File: src/hdl/svm_pkg.sv
// Package of constants and types for the supply monitor control block
package svm_pkg;

    // Register byte addresses
    localparam logic [3:0] SVM_CTRL_ADDR   = 4'h0;  // supply_monitor_control
    localparam logic [3:0] SVM_STATUS_ADDR = 4'h4;  // undervolt flag / enables
    localparam logic [3:0] SVM_SLEEP_ADDR  = 4'h8;  // sleep request

    // Control register field positions
    localparam int SVM_STABLE_BIT = 5;
    localparam int SVM_EN_BIT     = 4;
    localparam int SVM_LVL_MSB    = 3;

    // Status register field positions
    localparam int SVM_FLAG_BIT   = 0;
    localparam int SVM_IE_BIT     = 1;
    localparam int SVM_GIE_BIT    = 2;

    // Level codes: reset value, external sense and lowest tap
    localparam logic [3:0] SVM_LVL_RST  = 4'h5;
    localparam logic [3:0] SVM_LVL_EXT  = 4'hF;
    localparam logic [3:0] SVM_LVL_MIN  = 4'h2;

    // Settling time in nanoseconds, and its cycle count at 100 MHz
    localparam int SVM_CLK_NS       = 10;
    localparam int SVM_SETTLE_NS    = 20000;
    localparam int SVM_SETTLE_CYC   =
        (SVM_SETTLE_NS + SVM_CLK_NS - 1) / SVM_CLK_NS;

    // AXI response codes
    localparam logic [1:0] SVM_RESP_OK  = 2'h0;
    localparam logic [1:0] SVM_RESP_ERR = 2'h2;

    // Settling state machine
    typedef enum logic [1:0] {
        SVM_OFF,
        SVM_SETTLING,
        SVM_STABLE
    } svm_state_t;

    // Control fields carried together
    typedef struct packed {
        logic       power_enable;
        logic [3:0] trip_level;
    } svm_ctrl_t;

endpackage

File: src/hdl/svm_ctrl.sv
// Supply monitor control register, settle timer and flag logic
`timescale 1ns/1ps

// Overview of operation
// Control bits seven and six read zero
// Bit five shows reference has settled
// Bit four powers monitor up or down
// Level code 1111 selects external sense input
// Codes 0010 to 1110 select divider taps
// Settle after each enable before flags mean
// No flag event before reference is stable
// Settle delay fixed, not core-clock scaled
// Settle only when shared reference was off
// Spurious flag cleared by software after settling
// Clear loses to persisting undervolt condition
// Software programs level before enabling
// Software keeps interrupt off while settling
// Software polls stable flag before clearing
// Software enables interrupts last
// Software powers monitor only briefly
// Monitor runs in sleep, flag wakes
// Wake vectors only when globally enabled
// Reset clears register, monitor off; level code resets to 0101, not zero
// Comparator low sets undervolt flag
// Interrupt when flag and both enables
module svm_ctrl
    import svm_pkg::*;
#(
    parameter int SETTLE_CYCLES = SVM_SETTLE_CYC
) (
    // Clock and reset
    input  wire logic        sys_clk,
    input  wire logic        rst,
    // AXI4-Lite write address
    input  wire logic [3:0]  s_axi_awaddr,
    input  wire logic        s_axi_awvalid,
    output logic             s_axi_awready,
    // AXI4-Lite write data
    input  wire logic [31:0] s_axi_wdata,
    input  wire logic [3:0]  s_axi_wstrb,
    input  wire logic        s_axi_wvalid,
    output logic             s_axi_wready,
    // AXI4-Lite write response
    output logic [1:0]       s_axi_bresp,
    output logic             s_axi_bvalid,
    input  wire logic        s_axi_bready,
    // AXI4-Lite read address
    input  wire logic [3:0]  s_axi_araddr,
    input  wire logic        s_axi_arvalid,
    output logic             s_axi_arready,
    // AXI4-Lite read data
    output logic [31:0]      s_axi_rdata,
    output logic [1:0]       s_axi_rresp,
    output logic             s_axi_rvalid,
    input  wire logic        s_axi_rready,
    // Analog side
    input  wire logic        comparator_low,
    input  wire logic        shared_ref_on,
    output logic             monitor_power_enable,
    output logic [3:0]       trip_level_select,
    output logic             sense_external,
    // Core side
    output logic             undervolt_irq,
    output logic             wake_request,
    output logic             wake_to_vector
);

    // Control and status state
    svm_ctrl_t  ctrl, next_ctrl;            // Enable and level
    svm_state_t state, next_state;          // Settling machine
    logic [15:0] settle_cnt, next_settle_cnt; // Settle countdown
    logic       flag, next_flag;            // Undervolt flag
    logic       irq_en, next_irq_en;        // Flag interrupt enable
    logic       global_irq_enable, next_gie;              // Global interrupt enable
    logic       asleep, next_asleep;        // Core sleeping

    // Comparator synchroniser
    logic       cmp_s1, cmp_s2, cmp_s3;     // Three-stage chain
    logic       cmp_low, next_cmp_low;      // Filtered comparator
    logic       ref_s1, ref_s2, ref_s3;     // Shared reference chain
    logic       ref_on, next_ref_on;        // Filtered reference state

    // Bus state
    logic        aw_held, next_aw_held;     // Write address captured
    logic        w_held, next_w_held;       // Write data captured
    logic [3:0]  aw_addr, next_aw_addr;     // Captured address
    logic [31:0] w_data, next_w_data;       // Captured data
    logic        w_strb0, next_w_strb0;     // Low byte lane
    logic        bvalid, next_bvalid;       // Write response pending
    logic [1:0]  bresp, next_bresp;         // Write response code
    logic        rvalid, next_rvalid;       // Read data pending
    logic [31:0] rdata, next_rdata;         // Read data
    logic [1:0]  rresp, next_rresp;         // Read response code
    logic        irq_q, next_irq_q;         // Registered interrupt
    logic        wake_q, next_wake_q;       // Registered wake pulse
    logic        vec_q, next_vec_q;         // Registered vector choice

    // Decoded access strobes and status conditions
    logic        do_write;
    logic        do_read;
    logic        stable;
    logic        event_valid;

    // Input synchronisers, first stage read only by the second
    always_ff @(posedge sys_clk or posedge rst) begin
        if (rst) begin
            cmp_s1 <= 1'b0;
            cmp_s2 <= 1'b0;
            cmp_s3 <= 1'b0;
            ref_s1 <= 1'b0;
            ref_s2 <= 1'b0;
            ref_s3 <= 1'b0;
        end else begin
            cmp_s1 <= comparator_low;
            cmp_s2 <= cmp_s1;
            cmp_s3 <= cmp_s2;
            ref_s1 <= shared_ref_on;
            ref_s2 <= ref_s1;
            ref_s3 <= ref_s2;
        end
    end

    // Accept a change once second and third stages agree
    always_comb begin
        next_cmp_low = (cmp_s2 == cmp_s3) ? cmp_s3 : cmp_low;
        next_ref_on  = (ref_s2 == ref_s3) ? ref_s3 : ref_on;
    end

    // Derived conditions
    assign stable      = (state == SVM_STABLE);
    assign do_write    = aw_held && w_held && !bvalid;
    assign do_read     = s_axi_arvalid && !rvalid;
    // Events count only once settled and powered
    assign event_valid = stable && ctrl.power_enable && cmp_low;

    // Bus channel handshakes and register writes
    always_comb begin
        next_aw_held = aw_held;
        next_aw_addr = aw_addr;
        next_w_held  = w_held;
        next_w_data  = w_data;
        next_w_strb0 = w_strb0;
        next_bvalid  = bvalid;
        next_bresp   = bresp;
        next_rvalid  = rvalid;
        next_rdata   = rdata;
        next_rresp   = rresp;
        next_ctrl    = ctrl;
        next_irq_en  = irq_en;
        next_gie     = global_irq_enable;
        next_asleep  = asleep;
        next_flag    = flag;
        // Address and data taken in either order
        if (s_axi_awvalid && !aw_held) begin
            next_aw_held = 1'b1;
            next_aw_addr = s_axi_awaddr;
        end
        if (s_axi_wvalid && !w_held) begin
            next_w_held  = 1'b1;
            next_w_data  = s_axi_wdata;
            next_w_strb0 = s_axi_wstrb[0];
        end
        // Write commits once both halves are held
        if (do_write) begin
            next_aw_held = 1'b0;
            next_w_held  = 1'b0;
            next_bvalid  = 1'b1;
            next_bresp   = SVM_RESP_OK;
            case (aw_addr)
                SVM_CTRL_ADDR: begin
                    // Only enable and level are writable
                    if (w_strb0) begin
                        next_ctrl.power_enable = w_data[SVM_EN_BIT];
                        next_ctrl.trip_level   = w_data[SVM_LVL_MSB:0];
                    end
                end
                SVM_STATUS_ADDR: begin
                    if (w_strb0) begin
                        // Writing zero clears the flag
                        if (!w_data[SVM_FLAG_BIT]) begin
                            next_flag = 1'b0;
                        end
                        next_irq_en = w_data[SVM_IE_BIT];
                        next_gie    = w_data[SVM_GIE_BIT];
                    end
                end
                SVM_SLEEP_ADDR: begin
                    if (w_strb0) begin
                        next_asleep = w_data[0];
                    end
                end
                default: begin
                    next_bresp = SVM_RESP_ERR;
                end
            endcase
        end else if (bvalid && s_axi_bready) begin
            next_bvalid = 1'b0;
        end
        // Persisting condition sets again over a clear
        if (event_valid) begin
            next_flag = 1'b1;
        end
        // Wake on a flag event ends sleep
        if (event_valid && asleep) begin
            next_asleep = 1'b0;
        end
        // Read channel
        if (do_read) begin
            next_rvalid = 1'b1;
            next_rresp  = SVM_RESP_OK;
            next_rdata  = 32'h0000_0000;
            case (s_axi_araddr)
                SVM_CTRL_ADDR: begin
                    // Bits seven and six stay zero
                    next_rdata[SVM_STABLE_BIT] = stable && ctrl.power_enable;
                    next_rdata[SVM_EN_BIT]     = ctrl.power_enable;
                    next_rdata[SVM_LVL_MSB:0]  = ctrl.trip_level;
                end
                SVM_STATUS_ADDR: begin
                    next_rdata[SVM_FLAG_BIT] = flag;
                    next_rdata[SVM_IE_BIT]   = irq_en;
                    next_rdata[SVM_GIE_BIT]  = global_irq_enable;
                end
                SVM_SLEEP_ADDR: begin
                    next_rdata[0] = asleep;
                end
                default: begin
                    next_rresp = SVM_RESP_ERR;
                end
            endcase
        end else if (rvalid && s_axi_rready) begin
            next_rvalid = 1'b0;
        end
    end

    // Settling machine, counted in fixed-time cycles
    always_comb begin
        next_state      = state;
        next_settle_cnt = settle_cnt;
        case (state)
            SVM_OFF: begin
                if (ctrl.power_enable) begin
                    // Shared reference already up needs no settle
                    if (ref_on) begin
                        next_state = SVM_STABLE;
                    end else begin
                        next_state      = SVM_SETTLING;
                        next_settle_cnt = 16'(SETTLE_CYCLES - 1);
                    end
                end
            end
            SVM_SETTLING: begin
                // Each enable with the shared reference off restarts settling
                if (!ctrl.power_enable) begin
                    next_state = SVM_OFF;
                end else if (settle_cnt == 16'h0000) begin
                    next_state = SVM_STABLE;
                end else begin
                    next_settle_cnt = settle_cnt - 16'h0001;
                end
            end
            SVM_STABLE: begin
                if (!ctrl.power_enable) begin
                    next_state = SVM_OFF;
                end
            end
            default: begin
                next_state = SVM_OFF;
            end
        endcase
    end

    // Interrupt and wake outputs
    always_comb begin
        // Flag and both enables raise the request
        next_irq_q  = flag && irq_en && global_irq_enable;
        next_wake_q = event_valid && asleep;
        // Vector only when globally enabled
        next_vec_q  = event_valid && asleep && global_irq_enable;
    end

    // Register all state but the synchronisers and ext_q; reset turns the monitor off
    always_ff @(posedge sys_clk or posedge rst) begin
        if (rst) begin
            ctrl.power_enable <= 1'b0;
            ctrl.trip_level   <= SVM_LVL_RST;
            state      <= SVM_OFF;
            settle_cnt <= 16'h0000;
            flag       <= 1'b0;
            irq_en     <= 1'b0;
            global_irq_enable        <= 1'b0;
            asleep     <= 1'b0;
            cmp_low    <= 1'b0;
            ref_on     <= 1'b0;
            aw_held    <= 1'b0;
            w_held     <= 1'b0;
            aw_addr    <= 4'h0;
            w_data     <= 32'h0000_0000;
            w_strb0    <= 1'b0;
            bvalid     <= 1'b0;
            bresp      <= SVM_RESP_OK;
            rvalid     <= 1'b0;
            rdata      <= 32'h0000_0000;
            rresp      <= SVM_RESP_OK;
            irq_q      <= 1'b0;
            wake_q     <= 1'b0;
            vec_q      <= 1'b0;
        end else begin
            ctrl       <= next_ctrl;
            state      <= next_state;
            settle_cnt <= next_settle_cnt;
            flag       <= next_flag;
            irq_en     <= next_irq_en;
            global_irq_enable        <= next_gie;
            asleep     <= next_asleep;
            cmp_low    <= next_cmp_low;
            ref_on     <= next_ref_on;
            aw_held    <= next_aw_held;
            w_held     <= next_w_held;
            aw_addr    <= next_aw_addr;
            w_data     <= next_w_data;
            w_strb0    <= next_w_strb0;
            bvalid     <= next_bvalid;
            bresp      <= next_bresp;
            rvalid     <= next_rvalid;
            rdata      <= next_rdata;
            rresp      <= next_rresp;
            irq_q      <= next_irq_q;
            wake_q     <= next_wake_q;
            vec_q      <= next_vec_q;
        end
    end

    // Outputs straight from flip-flops
    assign s_axi_awready        = !aw_held;
    assign s_axi_wready         = !w_held;
    assign s_axi_bvalid         = bvalid;
    assign s_axi_bresp          = bresp;
    assign s_axi_arready        = !rvalid;
    assign s_axi_rvalid         = rvalid;
    assign s_axi_rdata          = rdata;
    assign s_axi_rresp          = rresp;
    // Monitor powers per enable bit
    assign monitor_power_enable = ctrl.power_enable;
    // Tap code passes through, codes 2 to 14 are taps
    assign trip_level_select    = ctrl.trip_level;
    assign undervolt_irq        = irq_q;
    assign wake_request         = wake_q;
    assign wake_to_vector       = vec_q;

    // External sense mode decode
    logic ext_q;
    always_ff @(posedge sys_clk or posedge rst) begin
        if (rst) begin
            ext_q <= 1'b0;
        end else begin
            ext_q <= (next_ctrl.trip_level == SVM_LVL_EXT);
        end
    end
    assign sense_external = ext_q;

endmodule

File: config.mk
export PLATFORM = sky130hd
export DESIGN_NAME = svm_ctrl
export DESIGN_NICKNAME = d
export VERILOG_FILES = /design/src/hdl/svm_pkg.sv /design/src/hdl/svm_ctrl.sv
export SDC_FILE = /design/constraint.sdc
export NUM_CORES = 1
export LEC_CHECK = 0
export BUFFER_PORTS_ARGS = -buffer_cell sky130_fd_sc_hd__buf_2
export CAP_MARGIN = 20
export CORE_MARGIN = 4
export CORE_UTILIZATION = 45
export CTS_BUF_LIST = sky130_fd_sc_hd__clkbuf_16
export DETAILED_ROUTE_END_ITERATION = 6
export GPL_TIMING_DRIVEN = 0
export HOLD_SLACK_MARGIN = 0.08
export PLACE_DENSITY = 0.73
export SETUP_SLACK_MARGIN = 0.02
export SYNTH_ARGS = -nofsm -noshare
export SYNTH_HDL_FRONTEND = slang
export SYNTH_SLANG_ARGS = --single-unit
export TNS_END_PERCENT = 1
File: constraint.sdc
create_clock -name sys_clk -period 2.6 [get_ports sys_clk]
set_input_delay 0 -clock sys_clk [delete_from_list [all_inputs] [get_ports sys_clk]]
set_output_delay 0 -clock sys_clk [all_outputs]
set_load 0.005 [all_outputs]
==> impl_summary.md, run 1 <==
Outcome
The run finished with clean final reports.

Clocking
The number of cells upsized or downsized after cts is 0. The clock passes through at most 2 buffers. The later-pin clock latency in the skew report is 0.32 ns. The clock sink count is 61. The CTS tree is yes. The clock-pin slew on the worst setup and hold paths is 0.05 ns. The library cell used as clock root buffer is sky130_fd_sc_hd__clkbuf_16. Buffers inserted to repair hold after CTS numbered 21. CTS built an H-tree with a depth of 3.

The total clock buffers created by CTS is 9. Buffers added to address setup during post-CTS repair amount to 0.

STA
The final max-slew violation count came to 0. The worst-margin pin slew is 0.807 ns. For this run, the top clock speed supported by timing is 407 MHz. Setup repair after global routing left no endpoint under its margin. The hold violation count in the final report is 0. The worst path uses 94.5% of the clock period.

The setup TNS is 0 ns. After layout, the minimum clock period comes to 2.46 ns. Setup slack closes at 0.142 ns. The final hold slack is 0.0988 ns. Setup violations remaining at the end of the flow were counted as 0. The headroom to the max-slew limit is 46.1%. The worst setup skew after layout is 0.00454 ns.

Job
Across the run, the number of max-cap violations was 0.

Placement
The number of buffers inserted by port buffering is 43. Once detailed placement completed, the half-perimeter wirelength came to 4400 um. The final weighted congestion in routability-driven placement is 0.904. The setup slack at placement is 0.168 ns.

Critical path
The critical path starts at settle_cnt[0]. The reg-to-reg critical path startpoint is settle_cnt[0]. The critical path goes through inv_1, ha_1, or4b_1, or4_4, a21oi_2, mux2_1. The endpoint identified for the worst register-to-register timing path is settle_cnt[0]. The data arrival time of the worst path is 2.66 ns. In this run the worst path has a maximum fanout of 6. The critical path ends at settle_cnt[0]. The worst stage delay on the critical path is 0.53 ns. The launching element type of the critical path is a register.

The setup check on the worst reg-to-reg path leaves a slack of 0.14 ns. STA classifies the critical path endpoint as a register. The critical path's slowest cell is sky130_fd_sc_hd__or4b_1. The required time of the critical path is 2.80 ns. The depth of the most critical reg-to-reg path is 6. The critical path start-end classification is reg2reg.

Floorplan
The die is 88.7 um tall. The floorplan step defined a core boundary enclosing 0.00635 mm^2. The floorplan has 29 rows. The floorplan die width is 88.7 um. The die footprint is 0.00786 mm^2. Once the floorplan was initialized, standard cells occupied 46.1% of the core. 103 I/O pins were placed.

Synthesis
The commonest register cell after synthesis is sky130_fd_sc_hd__dfrtp_1. Of all cell types, the one taking the most synthesized area is sky130_fd_sc_hd__dfrtp_1. Sorting the synthesized cells by area gives the leading types as sky130_fd_sc_hd__dfrtp_1, sky130_fd_sc_hd__buf_4, sky130_fd_sc_hd__mux2_2, sky130_fd_sc_hd__mux2i_1, sky130_fd_sc_hd__nand2_1.

The number of enable flip-flop cells after synthesis is 0. Among all cell types in the netlist, the one instantiated most often is sky130_fd_sc_hd__dfrtp_1. The Yosys step of the flow raised 0 warnings.

The cell area after synthesis is 0.00293 mm^2. For this run, the register share of the synthesized area comes to 52.2%. The netlist uses 51 different library cells. The per-instance average area after synthesis is 11.4 um^2. The share of flip-flops with an asynchronous set or reset after synthesis is 100%. After synthesis, the most frequently instantiated cells are sky130_fd_sc_hd__dfrtp_1, sky130_fd_sc_hd__buf_4, sky130_fd_sc_hd__mux2_2, sky130_fd_sc_hd__nand2_1, sky130_fd_sc_hd__mux2i_1.

The share of synthesized area in the top cell type comes to 50.4%. Synthesis produced a netlist whose cell count is 256. The synthesis-stage register bit count is 61.

Global routing
The total routing usage reported by global routing is 17.6%. The maximum number of pins on one net before global-route repair is 42. The first global-routing pass estimated 10,600 um of wire. The final global-route overflow total is 0. The via count of the first global-routing pass is 2,221. The number of antenna violations at the first check in global routing was 0.

Layout
The post-layout utilization of the core is 60.7%. The count of antenna diodes in the layout is 0. In the final design database the tool counted 413 nets. The post-route netlist has 32.4% of its cells at a drive strength greater than 1. The area growth from synthesis to layout is 31.7%.

Power and ir drop
The total design power is 3.40 mW. Dividing total power by cell area gives a power density of 881 mW/mm^2. The static power due to leakage is 1.83 nW. The peak ir drop on the vdd network is 611 uV.

Route
For this block, the initial DRC count from the detailed router was 48. The final routed wirelength across all metal layers is 6330 um. The number of detailed-route iterations in the first pass is 4. Once detail routing completed, the nets flagged for antenna violations numbered 0. The detail-routed via count per cell is 5.10. Dividing the detail-routed wire length by the instance count gives 14.4 um. The routed layout has 2,251 vias. For this run, design rule violations remaining after detail routing come to 0.

Worst hold path
The worst hold-check path type is in2reg.
## report_power, final
part | switching, mW | internal, mW
combinational | 0.356 | 0.410
clock | 0.391 | 0.726
sequential | 0.289 | 1.22
## placed cells by master, fill, tap and decap left out, drive strengths merged, types with 3 or more instances in the layout
master,instances
nand2,17
mux2,19
nor4,3
a21oi,4
mux2i,10
dfrtp,59
o21ai,9
o31ai,6
nor4b,4
or4,13
nand2b,6
buf,72
nand3,8
clkinv,4
dlygate4sd3,21
nor2b,5
or3,4
nor3,5
conb,28
a22o,4
nor2,7
clkbuf,13
inv,9
## per-stage QoR
stage	area (um^2)	instances
6_report	3850	441
5_1_grt	3850	441
4_1_cts	3850	441
3_5_place_dp	3360	404
3_3_place_gp	3340	403
2_1_floorplan	3030	283
## flip-flops by register name, indices dropped and copies added (netlist names), 2 cells and up
| name | cells |
|---|---|
| s_axi_rdata | 6 |
| w_data | 5 |
| settle_cnt | 16 |
| state | 2 |
| trip_level_select | 4 |
| aw_addr | 4 |
## worst max-delay path, delay by kind of cell, from the launching register on
family	cells	cell delay (ns)
AO/OA/AOI/OAI	1	0.23
adder cells (fa/ha/maj)	1	0.24
buffers and inverters	1	0.08
AND/OR/NAND/NOR	2	1.02
multiplexers	1	0.34
flip-flops	1	0.43
## final cells by class
cell class	count	area, um^2
clock inverter	7	58.8
inverter	8	30.0
sequential	61	1530
buffer	32	225
timing repair buffer	65	445
multi-input combinational	182	1240
tap	77	96.3
fill	522	2490
clock buffer	9	225
## cell families after synthesis
kind of cell	count (synthesis)	share of synthesized area (%)
other	1	0.128
AO/OA/AOI/OAI	32	7.39
AND/OR/NAND/NOR	90	19.7
adder cells (fa/ha/maj)	3	1.11
flip-flops	61	52.2
buffers and inverters	40	8.72
multiplexers	29	10.7
## layer usage
| metal | track usage [%] | up-vias | wire (um) |
|---|---|---|---|
| li1 | - | 1087 | - |
| met1 | 21.5 | 1069 | 2620 |
| met2 | 29.5 | 79 | 3230 |
| met3 | 4.19 | 16 | 362 |
| met4 | 7.97 | 0 | 124 |
| met5 | 0 | - | 0 |
## worst min path at each step
stage,start,endpoint,slack [ns],cells after the start
after global routing,s_axi_arvalid,s_axi_rdata[5],0.13,3
after CTS,s_axi_arvalid,s_axi_rdata[5],0.10,3
after global placement,comparator_low,cmp_s1,0.11,1
after floorplan,comparator_low,cmp_s1,0.03,0
after detailed placement,rst,ref_s1,0.03,2
final,s_axi_arvalid,s_axi_rdata[5],0.1,3
(Power assumes the default switching activity.)
==> run 2, diff against run 1 <==
--- a/config.mk
+++ b/config.mk
@@ -8,12 +8,12 @@
 export BUFFER_PORTS_ARGS = -buffer_cell sky130_fd_sc_hd__buf_2
 export CAP_MARGIN = 20
 export CORE_MARGIN = 4
-export CORE_UTILIZATION = 45
+export CORE_UTILIZATION = 50
 export CTS_BUF_LIST = sky130_fd_sc_hd__clkbuf_16
 export DETAILED_ROUTE_END_ITERATION = 6
 export GPL_TIMING_DRIVEN = 0
 export HOLD_SLACK_MARGIN = 0.08
-export PLACE_DENSITY = 0.73
+export PLACE_DENSITY = 0.8
 export SETUP_SLACK_MARGIN = 0.02
 export SYNTH_ARGS = -nofsm -noshare
 export SYNTH_HDL_FRONTEND = slang
==> run 2 against run 1 <==
  * Routed wire length about the same
  * Largest cell class unchanged
  * Core utilization grew 7.7 points
  * Global-route usage rose by 1.4 points
  * Power decreased by 2.0%
  * Setup slack better by 0.046 ns
  * Final area shrank 0.55%
  * Sequential share of layout area increased by 0.22 points
  * First-iteration DRC count up 150%
  * Register-to-register slack better by 0.05 ns
  * Count of clock-buffer cells in the layout unchanged
  * Non-clock buffer count unchanged
  * Highest routed layer unchanged
  * Die area shrank 9.1%
==> impl_summary.md, run 2 (same netlist as run 1, synthesis figures left out) <==
Route
The count of vias placed by the detailed router is 2,218 (-1.5%). The detail-routed via count per cell is 5.09 (-0.34%). The number of nets with antenna violations after detailed routing is 0 (unchanged).

The routed wirelength normalized by instance count came to 14.5 um (+1.1%). The number of detailed-route iterations in the first pass is 6 (+2). The final routed wirelength across all metal layers was 6330 um (about the same).

The number of DRC markers after the initial detailed-route iteration is 119 (+150%). The count of unresolved DRC violations after routing is 0 (unchanged).

Layout
The flip-flop count of the largest register, all copies and words added is 16 (unchanged). The count of nets after finishing was 413 (unchanged). The commonest non-fill, non-tap cell in the layout is sky130_fd_sc_hd__dfrtp_1.

The register with the highest flop count is settle_cnt. Leaving out fill and tap cells, the most frequent cells in the layout are sky130_fd_sc_hd__dfrtp_1, sky130_fd_sc_hd__buf_2, sky130_fd_sc_hd__buf_4, sky130_fd_sc_hd__conb_1, sky130_fd_sc_hd__dlygate4sd3_1. The count of antenna diodes in the layout is 0 (unchanged). The area growth from synthesis to final layout is 30.9%. The final cell count without fillers was 436 (-1.1%). The fraction of final layout cells with drive strength greater than 1 came to 33.0% (+0.55 points). The post-route cell area is 0.00383 mm^2 (-0.55%).

Global routing
The total routing usage reported by global routing is 19.0% (+1.4 points). The maximum number of pins on one net before global-route repair is 36 (-14%). The wire length of the first global-routing pass is 10,700 um (+1.6%). The number of antenna violations at the first check in global routing is 0 (unchanged). The via count of the first global-routing pass is 2,324 (+4.6%). The final global-route overflow total was 0 (unchanged).

Floorplan
The number of rows created at floorplan is 27 (-6.9%). The overall die height came to 84.5 um (-4.7%). The placeable core region is 0.00561 mm^2 (-12%). The count of boundary I/O pins is 103 (unchanged).

The die footprint was 0.00714 mm^2 (-9.1%). The floorplan die width is 84.5 um (-4.7%). The effective utilization at floorplan is 52.2% (+6.1 points).

Worst hold path
The worst hold-check path type is in2reg. The hold path depth is 3 (unchanged). The path with the worst hold slack has its endpoint at s_axi_rdata[5].

The hold path startpoint is s_axi_arvalid.

STA
The number of setup violations in the final report was 0 (unchanged). The headroom to the max-slew limit is 46.8% (+0.78 points). The worst-margin pin slew came to 0.795 ns (-0.0117 ns). Setup repair after global routing left no endpoint under its margin.

The smallest setup slack after layout is 0.188 ns (+0.0459 ns). The final max-slew violation count is 0 (unchanged). The hold violation count in the final report is 0 (unchanged).

The shortest clock period the worst path allows after layout is 2.41 ns (-0.0459 ns). The maximum operating frequency is 415 MHz (+1.9%). The final worst-path cycle share was 92.8% (-1.8 points).

The setup TNS is 0 ns (unchanged). The worst setup skew after layout is 0.00445 ns (-0.0000852 ns).

Critical path
The critical path start-end classification is reg2reg. The maximum fanout along the worst path is 6 (unchanged). The required time of the critical path came to 2.80 ns (about the same). The reg-to-reg critical path startpoint is settle_cnt[0]. The data arrival time of the worst path was 2.62 ns (-0.04 ns).

The internal reg-to-reg setup slack is 0.19 ns (+0.05 ns). The endpoint identified for the worst register-to-register timing path is settle_cnt[1]. The worst setup path is launched from a register. The depth of the most critical reg-to-reg path came to 6 (unchanged). The start point of the critical path is settle_cnt[0].

The endpoint kind of the worst setup timing path is a register.

Clocking
The maximum buffer depth of the clock tree was 2 (unchanged). The later-pin clock latency in the skew report was 0.33 ns (about the same). The total clock buffers created by CTS is 9 (unchanged). The clock sink count is 61 (unchanged).

Clock tree synthesis selected as its root buffer the cell sky130_fd_sc_hd__clkbuf_16. The clock-pin slew on the worst setup and hold paths was 0.05 ns (about the same). The depth of the CTS H-tree is 3 (unchanged). TritonCTS built the clock tree.

Placement
The setup slack at placement came to 0.191 ns (+0.0233 ns). The number of buffers inserted by port buffering is 43 (unchanged). The instance area at placement was 0.00335 mm^2 (-0.19%). The final weighted congestion in routability-driven placement is 0.812 (-10%).

The estimated wirelength of the detail-placed design is 4270 um (-3.1%). The number of instances in the placed design was 399 (-1.2%).

Power and ir drop
The static power due to leakage is 1.81 nW (-0.92%). The total design power is 3.33 mW (-2.0%). The peak ir drop on the vdd network was 787 uV (+29%).

The total power divided by cell area came to 868 mW/mm^2 (-1.4%).

Outcome
The flow ran to the end, and the final reports show no timing, DRC or antenna violations.

Job
The number of max-cap violations came to 0 (unchanged).
## run 2: cell count changes in the layout (fill, tap and decap cells not counted)
cell,previous run,this run
sky130_fd_sc_hd__clkinvlp_4,1,4
sky130_fd_sc_hd__clkinv_1,2,0
sky130_fd_sc_hd__bufinv_16,1,0
## run 2: per-stage QoR
| step | hold WS [ns] | util, % |
|---|---|---|
| 6_report | 0.0902 | 68.4 |
| 5_1_grt | 0.101 | 68.4 |
| 4_1_cts | 0.0844 | 68.4 |
| 3_5_place_dp | 0.0954 | 59.8 |
| 3_3_place_gp | 0.108 | 59.5 |
| 2_1_floorplan | 0.0314 | - |
## run 2: worst max-delay path, cell delays in order (launching register included)
cell and delay (ns):
sky130_fd_sc_hd__dfrtp_1 0.42, sky130_fd_sc_hd__inv_1 0.07, sky130_fd_sc_hd__ha_1 0.23, sky130_fd_sc_hd__or4b_1 0.52, sky130_fd_sc_hd__or4_4 0.49, sky130_fd_sc_hd__a21oi_2 0.23
sky130_fd_sc_hd__mux2_1 0.34
## run 2: worst max path at each step
stage	slack, ns	cells after the start	to
after floorplan	0.36	6	settle_cnt[0]
after global placement	0.22	6	settle_cnt[0]
after detailed placement	0.19	6	settle_cnt[1]
after CTS	0.18	6	settle_cnt[1]
after global routing	0.06	6	settle_cnt[1]
final	0.19	6	settle_cnt[1]
## run 2: per-layer routing
metal / global-route usage [%] / part of all wire (%)
met1: 21.9 / 40
met2: 33.0 / 54
met3: 5.99 / 5.1
met4: 7.34 / 1.2
met5: 0 / 0
## run 2: where the power goes
group | internal [mW] | switching [mW] | total (mW)
Clock | 0.635 | 0.413 | 1.05
Combinational | 0.409 | 0.351 | 0.760
Sequential | 1.22 | 0.295 | 1.52
Total | 2.27 | 1.06 | 3.33
## run 2: area by class of cell
type	instances	area [um^2]
fillers	444	1770
flip-flops and latches	61	1530
multi-input cells	182	1240
repair buffers	65	445
clock buffers	9	225
plain buffers	32	225
well taps	72	90.1
clock inverters	7	43.8
inverters	8	30.0
## run 2: repair_timing
| item | 4_1_cts | 5_1_grt |
|---|---|---|
| resized for setup | 0 | 0 |
| hold buffers | 21 | 0 |
| endpoints found under the hold margin | 46 | 0 |
| buffers inserted | 0 | 0 |
